[src/fes_pkg.sv]
// Notes on behaviour
// - chip erase is six bus writes
// - failure needs read/reset to clear
// - extra blocks repeat only sixth write
// - add blocks within fifty microsecond window
// - resume restarts; suspend any number times
// - erase unlock words and codes
// - suspend B0, resume 30, any address
`default_nettype none
package fes_pkg;
  // ************************************************
  // command addresses and data (word mode)
  // ************************************************
  localparam logic [10:0] FES_ADDR_UNLOCK1 = 11'h555; // first unlock address
  localparam logic [10:0] FES_ADDR_UNLOCK2 = 11'h2aa; // second unlock address
  localparam logic [7:0]  FES_DAT_AA       = 8'haa;   // unlock data one
  localparam logic [7:0]  FES_DAT_55       = 8'h55;   // unlock data two
  localparam logic [7:0]  FES_DAT_SETUP    = 8'h80;   // erase setup
  localparam logic [7:0]  FES_DAT_CHIP     = 8'h10;   // chip erase confirm
  localparam logic [7:0]  FES_DAT_BLOCK    = 8'h30;   // block erase confirm, resume
  localparam logic [7:0]  FES_DAT_SUSPEND  = 8'hb0;   // erase suspend
  localparam logic [7:0]  FES_DAT_RESET    = 8'hf0;   // read/reset
  // ************************************************
  // status word bit positions
  // ************************************************
  localparam int FES_BIT_POLL   = 7; // polling_bit
  localparam int FES_BIT_TOGGLE = 6; // toggle_bit
  localparam int FES_BIT_ERROR  = 5; // error_bit
  localparam int FES_BIT_TIMER  = 3; // erase_timer_bit
  localparam int FES_BIT_ALT    = 2; // alt_toggle_bit
  // ************************************************
  // timing
  // ************************************************
  localparam int FES_CLK_NS     = 20;  // 50 MHz clock period
  localparam int FES_CYC_NS     = 80;  // bus cycle phase, comfortably over 70 ns access
  localparam int FES_PHASE_CYC  = (FES_CYC_NS + FES_CLK_NS - 1) / FES_CLK_NS; // least time, rounded up
  localparam int FES_WIN_US     = 50;  // block selection window
  localparam int FES_WIN_CYC    = (FES_WIN_US * 1000) / FES_CLK_NS; // longest time, rounded down
  localparam int FES_SUSP_US    = 15;  // suspend latency of the device
  localparam int FES_SUSP_CYC   = (FES_SUSP_US * 1000 + FES_CLK_NS - 1) / FES_CLK_NS;
  // ************************************************
  // user commands
  // ************************************************
  typedef enum logic [2:0] {
    FES_OP_CHIP, FES_OP_BLOCK, FES_OP_ADD, FES_OP_SUSPEND,
    FES_OP_RESUME, FES_OP_RESET, FES_OP_STATUS
  } fes_op_t;
endpackage : fes_pkg
`default_nettype wire

[src/fes_host.sv]
`default_nettype none
module fes_host
  import fes_pkg::*;
#(
  parameter int AW = 19 // word address width
) (
  // ************** clock and reset **************
  input  wire logic          clk_i,
  input  wire logic          resetn_i,
  input  wire logic          ce_i,
  // ************** user command port **************
  input  wire logic          cmd_valid_i,
  input  wire fes_op_t       cmd_op_i,
  input  wire logic [AW-1:0] cmd_addr_i,
  output logic               cmd_ready_o,
  output logic               done_o,
  output logic [7:0]         status_o,
  output logic               busy_o,
  output logic               fail_o,
  // ************** flash pins **************
  output logic [AW-1:0]      fl_addr_o,
  input  wire logic [7:0]    fl_dq_i,
  output logic [7:0]         fl_dq_o,
  output logic               fl_dq_oe_o,
  output logic               fl_ce_n_o,
  output logic               fl_oe_n_o,
  output logic               fl_we_n_o,
  input  wire logic          ready_busy_out_i
);
  // ************************************************
  // pin synchronisers
  // ************************************************
  logic [7:0] dq_meta;  // first stage, read only by dq_sync
  logic [7:0] dq_sync;  // data safe to use
  logic       rb_meta;  // first stage
  logic       rb_sync;  // ready/busy, high when ready
  always_ff @(posedge clk_i or negedge resetn_i)
  begin
    if (!resetn_i)
    begin
      dq_meta <= 8'h00;
      dq_sync <= 8'h00;
      rb_meta <= 1'b1;
      rb_sync <= 1'b1;
    end
    else if (ce_i)
    begin
      dq_meta <= fl_dq_i;
      dq_sync <= dq_meta;
      rb_meta <= ready_busy_out_i;
      rb_sync <= rb_meta;
    end
  end

  // ************************************************
  // sequencer
  // ************************************************
  typedef enum logic [2:0] {
    FES_IDLE, FES_WR_SET, FES_WR_PULSE, FES_WR_HOLD, FES_RD_SET, FES_RD_WAIT, FES_DONE
  } fes_state_t;
  fes_state_t state;        // bus cycle state
  logic [2:0] wr_idx;       // current write of the sequence
  logic [2:0] wr_last;      // last write index of sequence
  logic [7:0] phase;        // phase counter
  fes_op_t    op;           // latched command
  logic [AW-1:0] blk_addr;  // target block address
  logic [7:0] prev_status;  // previous status read for toggle compare
  logic       have_prev;    // a previous status read exists

  // address/data of write number idx for the current op
  function automatic logic [AW+7:0] seq_word(input logic [2:0] idx, input fes_op_t o,
                                             input logic [AW-1:0] ba);
    logic [AW-1:0] a;
    logic [7:0]    d;
    a = '0;
    d = FES_DAT_RESET;
    unique case (o)
      FES_OP_CHIP, FES_OP_BLOCK: // six-write erase sequence
      begin
        a[10:0] = (idx == 3'd1 || idx == 3'd4) ? FES_ADDR_UNLOCK2 : FES_ADDR_UNLOCK1;
        d = (idx == 3'd1 || idx == 3'd4) ? FES_DAT_55 : FES_DAT_AA;
        if (idx == 3'd2)
          d = FES_DAT_SETUP;
        if (idx == 3'd5 && o == FES_OP_CHIP)
          d = FES_DAT_CHIP;
        if (idx == 3'd5 && o == FES_OP_BLOCK)
        begin
          a = ba;
          d = FES_DAT_BLOCK;
        end
      end
      FES_OP_ADD:                  // only sixth write repeated
      begin
        a = ba;
        d = FES_DAT_BLOCK;
      end
      FES_OP_SUSPEND: d = FES_DAT_SUSPEND;
      FES_OP_RESUME:  d = FES_DAT_BLOCK;
      FES_OP_RESET:   d = FES_DAT_RESET;
      FES_OP_STATUS:  d = FES_DAT_RESET;   // unused, read only
    endcase
    return {a, d};
  endfunction

  logic [AW+7:0] word_now; // address and data for this write
  assign word_now = seq_word(wr_idx, op, blk_addr);

  // main state machine: one bus write or read per command step
  always_ff @(posedge clk_i or negedge resetn_i)
  begin
    if (!resetn_i)
    begin
      state       <= FES_IDLE;
      wr_idx      <= 3'd0;
      wr_last     <= 3'd0;
      phase       <= 8'h00;
      op          <= FES_OP_STATUS;
      blk_addr    <= '0;
      cmd_ready_o <= 1'b1;
      done_o      <= 1'b0;
      fl_addr_o   <= '0;
      fl_dq_o     <= 8'h00;
      fl_dq_oe_o  <= 1'b0;
      fl_ce_n_o   <= 1'b1;
      fl_oe_n_o   <= 1'b1;
      fl_we_n_o   <= 1'b1;
    end
    else if (ce_i)
    begin
      done_o <= 1'b0;
      unique case (state)
        FES_IDLE:
        begin
          if (cmd_valid_i)
          begin
            op          <= cmd_op_i;
            blk_addr    <= cmd_addr_i;
            wr_idx      <= 3'd0;
            wr_last     <= (cmd_op_i == FES_OP_CHIP || cmd_op_i == FES_OP_BLOCK) ? 3'd5 : 3'd0;
            cmd_ready_o <= 1'b0;
            phase       <= 8'h00;
            // status polls are reads; host polls before next command
            state       <= (cmd_op_i == FES_OP_STATUS) ? FES_RD_SET : FES_WR_SET;
          end
        end
        FES_WR_SET: // present address and data, chip enabled
        begin
          fl_addr_o  <= word_now[AW+7:8];
          fl_dq_o    <= word_now[7:0];
          fl_dq_oe_o <= 1'b1;
          fl_ce_n_o  <= 1'b0;
          phase      <= 8'h00;
          state      <= FES_WR_PULSE;
        end
        FES_WR_PULSE: // write strobe low for one phase
        begin
          fl_we_n_o <= 1'b0;
          phase     <= phase + 8'h01;
          if (phase == 8'(FES_PHASE_CYC))
          begin
            fl_we_n_o <= 1'b1;
            phase     <= 8'h00;
            state     <= FES_WR_HOLD;
          end
        end
        FES_WR_HOLD: // data hold and recovery
        begin
          phase <= phase + 8'h01;
          if (phase == 8'(FES_PHASE_CYC))
          begin
            fl_dq_oe_o <= 1'b0;
            fl_ce_n_o  <= 1'b1;
            if (wr_idx == wr_last)
              state <= FES_DONE;
            else
            begin
              wr_idx <= wr_idx + 3'd1;
              state  <= FES_WR_SET;
            end
          end
        end
        FES_RD_SET: // status read at the target address
        begin
          fl_addr_o  <= blk_addr; // alt toggle needs block address
          fl_dq_oe_o <= 1'b0;
          fl_ce_n_o  <= 1'b0;
          fl_oe_n_o  <= 1'b0;
          phase      <= 8'h00;
          state      <= FES_RD_WAIT;
        end
        FES_RD_WAIT: // access time plus two synchroniser stages
        begin
          phase <= phase + 8'h01;
          if (phase == 8'(FES_PHASE_CYC + 2))
          begin
            fl_ce_n_o <= 1'b1;
            fl_oe_n_o <= 1'b1;
            state     <= FES_DONE;
          end
        end
        FES_DONE:
        begin
          done_o      <= 1'b1;
          cmd_ready_o <= 1'b1;
          state       <= FES_IDLE;
        end
      endcase
    end
  end

  // ************************************************
  // status interpretation
  // ************************************************
  // busy while toggle bit inverts between reads; stops when done or suspended
  always_ff @(posedge clk_i or negedge resetn_i)
  begin
    if (!resetn_i)
    begin
      status_o    <= 8'h00;
      prev_status <= 8'h00;
      have_prev   <= 1'b0;
      busy_o      <= 1'b0;
      fail_o      <= 1'b0;
    end
    else if (ce_i)
    begin
      if (state == FES_RD_WAIT && phase == 8'(FES_PHASE_CYC + 2))
      begin
        status_o    <= dq_sync;
        prev_status <= dq_sync;
        have_prev   <= 1'b1;
        busy_o      <= have_prev && (dq_sync[FES_BIT_TOGGLE] != prev_status[FES_BIT_TOGGLE]);
        // error counts only while still toggling
        fail_o      <= have_prev && dq_sync[FES_BIT_ERROR]
                       && (dq_sync[FES_BIT_TOGGLE] != prev_status[FES_BIT_TOGGLE]);
      end
      else if (state == FES_WR_SET)
      begin
        have_prev <= 1'b0; // a new write command restarts toggle tracking
        if (op == FES_OP_RESET)
          fail_o <= 1'b0;
      end
    end
  end

  // ************************************************
  // block selection window
  // ************************************************
  logic [11:0] win_cnt;  // cycles since the last block confirm, saturating
  logic        win_open; // a block selection may still be added
  logic        sel_edge; // write strobe rises on a block confirm
  assign sel_edge = state == FES_WR_PULSE && phase == 8'(FES_PHASE_CYC)
                    && (op == FES_OP_ADD || (op == FES_OP_BLOCK && wr_idx == 3'd5));
  // the device starts erasing once this runs out, so a late add would be lost silently
  always_ff @(posedge clk_i or negedge resetn_i)
  begin
    if (!resetn_i)
    begin
      win_cnt  <= 12'h000;
      win_open <= 1'b0;
    end
    else if (ce_i)
    begin
      if (sel_edge)
      begin
        win_cnt  <= 12'h000;
        win_open <= 1'b1;
      end
      else if (win_cnt < 12'(FES_WIN_CYC))
        win_cnt <= win_cnt + 12'h001;
      else
        win_open <= 1'b0;   // window closed, erase under way
    end
  end
  AST_ADD_IN_WINDOW: assert property (@(posedge clk_i) disable iff (!resetn_i)
    (ce_i && sel_edge && op == FES_OP_ADD) |-> (win_open && win_cnt < 12'(FES_WIN_CYC)))
    else $error("block added after selection window");

  // ************************************************
  // checks
  // ************************************************
  AST_ERASE_SIX_WRITES: assert property (@(posedge clk_i) disable iff (!resetn_i)
    (ce_i && state == FES_IDLE && cmd_valid_i && cmd_op_i == FES_OP_CHIP) |=> (wr_last == 3'd5))
    else $error("chip erase not six writes");
  AST_CONFIRM_DATA: assert property (@(posedge clk_i) disable iff (!resetn_i)
    (state == FES_WR_SET && wr_idx == 3'd5 && op == FES_OP_BLOCK) |-> (word_now[7:0] == FES_DAT_BLOCK))
    else $error("block confirm data wrong");
  AST_SUSPEND_DATA: assert property (@(posedge clk_i) disable iff (!resetn_i)
    (ce_i && state == FES_WR_SET && op == FES_OP_SUSPEND) |=> (fl_dq_o == FES_DAT_SUSPEND && fl_dq_oe_o))
    else $error("suspend data wrong");
  AST_WE_OE_EXCL: assert property (@(posedge clk_i) disable iff (!resetn_i)
    !(~fl_we_n_o && ~fl_oe_n_o))
    else $error("write and read strobes together");
  AST_RESUME_DATA: assert property (@(posedge clk_i) disable iff (!resetn_i)
    (ce_i && state == FES_WR_SET && op == FES_OP_RESUME) |=> (fl_dq_o == FES_DAT_BLOCK && fl_dq_oe_o))
    else $error("resume data wrong");
  AST_RESET_DATA: assert property (@(posedge clk_i) disable iff (!resetn_i)
    (ce_i && state == FES_WR_SET && op == FES_OP_RESET) |=> (fl_dq_o == FES_DAT_RESET && fl_dq_oe_o))
    else $error("read/reset data wrong");
endmodule // fes_host
`default_nettype wire

[config.mk]
export PLATFORM = sky130hd
export DESIGN_NAME = fes_host
export DESIGN_NICKNAME = d
export VERILOG_FILES = /design/src/fes_pkg.sv /design/src/fes_host.sv
export SDC_FILE = /design/constraint.sdc
export NUM_CORES = 1
export LEC_CHECK = 0
export ABC_AREA = 0
export BUFFER_PORTS_ARGS = -buffer_cell sky130_fd_sc_hd__buf_2
export CORE_MARGIN = 4
export CORE_UTILIZATION = 45
export DETAILED_ROUTE_END_ITERATION = 7
export HOLD_SLACK_MARGIN = 0.06
export PLACE_DENSITY = 0.68
export SYNTH_ARGS = -nofsm -noshare
export SYNTH_HDL_FRONTEND = slang
export SYNTH_SLANG_ARGS = --single-unit
[constraint.sdc]
create_clock -name clk_i -period 4.36 [get_ports clk_i]
set_input_delay 0.218 -clock clk_i [delete_from_list [all_inputs] [get_ports clk_i]]
set_output_delay 0.218 -clock clk_i [all_outputs]
set_load 0.1 [all_outputs]
==> out/results.tsv, run 1 <==
stage	metric	value	unit
logic_synthesis	mappedNetlistArea	4480	µm²
logic_synthesis	synth.avg_cell_area	11.8	µm²
critical_path	critical_path.cell_chain	xor2_1, and3_1, nand3_1, o221a_2	
finish	antenna_cells	0	
logic_synthesis	synth-seq-cells	95	
critical_path	crit_fanout	18	
finish	final_nets	493	
timing	setup_viol	0	
global_route	grt_use_total	0.166	
routing	vias	3212	
routing	drt-pass1-iter-count	4	
global_route	overflow	0	
critical_path	crit_required	4.61	ns
logic_synthesis	synth_warnings	0	
logic_synthesis	syn_inst	381	
cts	clk_pin_slew	0.09	ns
cts	ctsHtreeMaxLevel	3	
routing	drc_errors	0	
timing	rsz0062_at_grt	no	
placement	place_inst	570	
floorplan	die_y	108	µm
cts	clock_sinks	95	
floorplan	start_util	0.460	
routing	detail_route.vias_per_cell	5.48	
cts	clk_latency	0.36	ns
critical_path	path_buf_inv	0	
logic_synthesis	synthTopCellsByArea	dfrtp_1 50%, mux2_2 11%, dfstp_2 3.5%, ha_1 2.5%, nand2_1 2.5%	
critical_path	critPathLaunchType	flop	
critical_path	arrival	2.51	ns
floorplan	core-area	9730	µm²
finish	area_growth	13.9	%
timing	period_share	0.519	
logic_synthesis	netlist.area_leader.share	0.497	
job	drv_cap	0	
cts	cts-root-buf	clkbuf_8	
logic_synthesis	synth_top_area_cell	dfrtp_1	
floorplan	fp.dieArea	11600	µm²
hold_path	hp-start	fl_dq_i[5]	
timing	setup_tns	0	ns
global_route	grt_pass1_vias	3040	
timing	worstMarginPinSlew	0.722	ns
cts	cts_repair_resize_count	0	
logic_synthesis	ys_seq_area_frac	0.532	
placement	port_buffers	76	
timing	fmax	0.442	GHz
critical_path	crit_family	simple AND/OR/NAND/NOR gates	
placement	place_area	4920	µm²
timing	slew_violations	0	
timing	relSlewSlack	0.519	
status	status	finished, final reports clean	
placement	gp_congestion	0.832	
floorplan	ios	78	
routing	dr.first_iter.drc_count	179	
power	vdd_ir_drop_max	0.309	mV
critical_path	path_class	flop to flop	
cts	cts_hold_buf	1	
power	leakagePower	2.50	nW
finish	final_cell_mix	89 x dfrtp_1, 75 x buf_2, 44 x mux2_2	
critical_path	slowest_delay	0.69	ns
routing	wl	9.37	mm
logic_synthesis	synth-edff-count	0	
timing	skew	0.0121	ns
finish	final_cell_area	5100	µm²
cts	clk_path_buf_depth	2	
placement	place_hpwl	6.59	mm
critical_path	critPathCaptureType	flop	
hold_path	worstHoldPathType	primary input to flop	
floorplan	dieWidth	108	µm
routing	ant_nets	0	
critical_path	r2r_start	state[0]$_DFFE_PN0P_	
timing	hold_viol	0	
routing	drt-wirelength-per-cell	16.0	µm
critical_path	slowest_stage	dfrtp_1	
global_route	grt_pass1_wl	15.5	mm
cts	cts_setup_buffers	0	
logic_synthesis	yosysUniqueCellTypes	64	
floorplan	fp-row-count	36	
logic_synthesis	synth.net_count	425	
global_route	grt_max_degree	59	
critical_path	ff2ff_setup_slack	2.10	ns
finish	fin_cells	586	
finish	mostFrequentLayoutCell	dfrtp_1	
power	p_per_area	511	nW/µm²
critical_path	startpoint	state[0]$_DFFE_PN0P_	
logic_synthesis	synthFlopType	dfrtp_1	
finish	drive_above_1_share	0.364	
finish	fillers	903	
cts	cts_tree	yes	
timing	fin_crit	2.26	ns
logic_synthesis	ys_async_sr_fraction	1.00	
cts	cts_buffers	9	
global_route	antenna_found_initial	0	
final cells by class:
type	count	area (µm²)	share of cell area
Multi-Input combinational cell	251	1920	0.377
Timing Repair Buffer	79	408	0.0800
Clock inverter	4	31.3	0.00613
Clock buffer	11	141	0.0277
Sequential cell	95	2380	0.468
Tap cell	133	166	0.0326
Inverter	13	48.8	0.00957
per-layer routing:
layer	wire (µm)	track usage	up-vias
li1	-	-	1527
met1	4310	0.239	1592
met2	4350	0.248	83
met3	600	0.0456	10
met4	102	0.0433	0
met5	0	0	-
flip-flops by register name, indices dropped and copies added, names as in the netlist, 3 cells and up:
| name | count |
|---|---|
| blk_addr | 19 |
| phase | 8 |
| state | 3 |
| wr_idx | 3 |
| op | 3 |
| dq_meta | 8 |
| prev_status | 8 |
| dq_sync | 8 |
| fl_dq_o | 6 |
| fl_addr_o | 19 |
synth_stat cells, drive strengths merged (5+ instances only):
| library cell | instances |
|---|---|
| o221a | 7 |
| ha | 9 |
| dfrtp | 89 |
| nand2 | 30 |
| nand3 | 13 |
| a22o | 10 |
| and3 | 7 |
| o21ai | 16 |
| buf | 17 |
| inv | 13 |
| o22ai | 7 |
| a21oi | 14 |
| dfstp | 6 |
| o31ai | 10 |
| clkbuf | 5 |
| mux2 | 47 |
| nor2 | 19 |
report_power, final:
part	total, mW	switching [mW]	internal (mW)
logic	0.929	0.717	0.212
registers	1.15	0.117	1.03
clock network	0.525	0.302	0.222
total	2.60	1.14	1.47
kinds of logic (layout without fill, tap and decap cells):
kind of cell / after synthesis / count (layout) / share of synthesized area
fa+ha+maj: 9 / 9 / 0.0251
compound gates: 89 / 89 / 0.148
xor+xnor: 3 / 3 / 0.00587
buf+inv: 35 / 107 / 0.0388
simple gates: 102 / 102 / 0.127
flops: 95 / 95 / 0.532
mux: 48 / 48 / 0.123
path summary, 6_finish.rpt:
kind | to | cells after the start
min | dq_meta[5]$_DFFE_PN0P_ | 2
max reg2reg | fl_addr_o[2]$_DFFE_PN0P_ | 4
min reg2reg | fl_dq_o[4]$_DFFE_PN0P_ | 2
max | fl_addr_o[2]$_DFFE_PN0P_ | 4
max in group asynchronous | cmd_ready_o$_DFFE_PN1P_ | 3
min in group asynchronous | fl_dq_o[5]$_DFFE_PN0P_ | 2
per-stage QoR:
step	power [mW]	util	hold WS [ns]	setup WS (ns)
after detailed placement	2.10	0.506	0.323	2.13
after CTS	2.63	0.524	0.0718	2.10
after global placement	2.08	0.506	0.314	2.17
after floorplan	1.93	-	-0.0776	2.53
after global routing	2.73	0.524	0.0707	1.96
final	2.60	0.524	0.0869	2.10
No activity file was read; power rests on OpenSTA's default activity.
==> inputs of run 2 (changes only) <==
==> constraint.sdc (replaced) <==
create_clock -name clk_i -period 2.1 [get_ports clk_i]
set_input_delay 0.105 -clock clk_i [delete_from_list [all_inputs] [get_ports clk_i]]
set_output_delay 0.105 -clock clk_i [all_outputs]
set_load 0.1 [all_outputs]
==> run 2 against run 1 <==
  * Setup slack worse by 1.9 ns
  * First-iteration DRC count decreased by 23%
  * Clock skew about the same
  * Sequential cell count is the same
  * Critical path type unchanged
  * Critical endpoint is now fl_addr_o[1]$_DFFE_PN0P_
  * Highest routed layer unchanged
==> out/results.tsv, run 2 (synthesis results as in run 1) <==
stage	metric	value	unit
routing	vias	3379	
routing	drt-pass1-iter-count	4	
global_route	grt_max_degree	39	
timing	relSlewSlack	0.624	
floorplan	ios	78	
floorplan	core-area	9730	µm²
routing	drc_errors	0	
finish	reg.largest.list	blk_addr: 19 flops, fl_addr_o: 19 flops	
cts	clock_sinks	95	
cts	cts-root-buf	clkbuf_8	
floorplan	dieWidth	108	µm
finish	drive_above_1_share	0.364	
finish	area_growth	23.7	%
critical_path	worst-r2r-cell-count	7	
timing	rsz0062_at_grt	no	
routing	detail_route.vias_per_cell	5.36	
power	p_per_area	994	nW/µm²
timing	setup_tns	0	ns
global_route	antenna_found_initial	0	
critical_path	crit_fanout	6	
placement	port_buffers	76	
timing	whs	0.117	ns
finish	antenna_cells	0	
placement	gp_congestion	0.859	
critical_path	arrival	2.18	ns
critical_path	ff2ff_setup_slack	0.16	ns
timing	worstMarginPinSlew	0.564	ns
timing	fin_crit	1.94	ns
cts	clk_pin_slew	0.10	ns
routing	wl	10.0	mm
finish	final_cell_mix	89 x dfrtp_1, 75 x buf_2, 44 x mux2_2	
placement	place_hpwl	7.03	mm
timing	period_share	0.925	
critical_path	crit_required	2.33	ns
floorplan	start_util	0.460	
timing	skew	0.0119	ns
global_route	grt_pass1_wl	16.6	mm
floorplan	fp.dieArea	11600	µm²
timing	hold_viol	0	
routing	ant_nets	0	
job	drv_cap	0	
cts	cts_buffers	9	
hold_path	hold_depth	3	
cts	cts_setup_buffers	0	
finish	mostFrequentLayoutCell	dfrtp_1	
power	leakagePower	2.71	nW
status	status	finished, final reports clean	
hold_path	worstHoldPathType	primary input to flop	
critical_path	path_class	flop to flop	
floorplan	fp-row-count	36	
cts	cts_tree	yes	
global_route	grt_pass1_vias	3440	
routing	drt-wirelength-per-cell	15.9	µm
timing	fmax	0.515	GHz
global_route	overflow	0	
finish	final_nets	536	
timing	slew_violations	0	
cts	ctsHtreeMaxLevel	3	
timing	setup_viol	0	
critical_path	critPathCaptureType	flop	
cts	clk_latency	0.36	ns
routing	dr.first_iter.drc_count	137	
floorplan	die_y	108	µm
power	vdd_ir_drop_max	0.890	mV
critical_path	critPathLaunchType	flop	
cts	clk_path_buf_depth	2	
global_route	grt_use_total	0.179	
-- run 2: where the power goes --
part	leakage [nW]	internal [mW]	total, mW	switching, mW
clock network	0.0854	0.450	1.11	0.664
logic	1.41	0.494	2.00	1.51
registers	1.21	2.15	2.39	0.248
-- run 2: worst paths after layout --
kind	from	to
setup / recovery	wr_idx[1]$_DFFE_PN0P_	fl_addr_o[1]$_DFFE_PN0P_
hold / removal	ce_i	state[0]$_DFFE_PN0P_
setup reg to reg	wr_idx[1]$_DFFE_PN0P_	fl_addr_o[1]$_DFFE_PN0P_
hold reg to reg	fl_dq_o[4]$_DFFE_PN0P_	fl_dq_o[4]$_DFFE_PN0P_
max in group asynchronous	resetn_i	op[1]$_DFFE_PN1P_
min in group asynchronous	resetn_i	blk_addr[4]$_DFFE_PN0P_
-- run 2: critical path: stages (launching register included) --
cell	delay [ns]
dfrtp_1	0.45
inv_1	0.12
ha_1	0.25
and3_1	0.26
or3_1	0.36
a21oi_1	0.16
buf_4	0.15
o22ai_1	0.06
-- run 2: what timing repair did --
action,4_1_cts,5_1_grt
hold buffers,31,0
gates resized for setup,0,2
endpoints found under the setup margin,0,7
hold endpoints to repair,64,0
-- run 2: cell type report --
cell class              count  area [µm²]
flip-flops and latches     95        2380
fillers                   870        4190
repair buffers            122         831
clock inverters             6        52.6
clock buffers              10         128
inverters                  13        48.8
well taps                 133         166
multi-input cells         251        1930
-- run 2: metrics by stage --
stage | worst slack, ns | std cells | cell area [µm²] | utilization | power, mW
after floorplan | 0.274 | 381 | 4480 | - | 4.00
after global placement | 0.205 | 583 | 5040 | 0.518 | 4.34
after detailed placement | 0.152 | 583 | 5040 | 0.518 | 4.39
after CTS | 0.0518 | 630 | 5530 | 0.569 | 5.56
after global routing | 0.0180 | 630 | 5540 | 0.570 | 5.78
final | 0.157 | 630 | 5540 | 0.570 | 5.51
-- run 2: metal layers --
layer  up-vias  global-route usage  share of wire
met1      1666               0.233           0.44
met3        15              0.0354          0.052
met4         0              0.0757          0.019
met5         -                   0              0
met2        85               0.293           0.49
li1       1613                   -              -
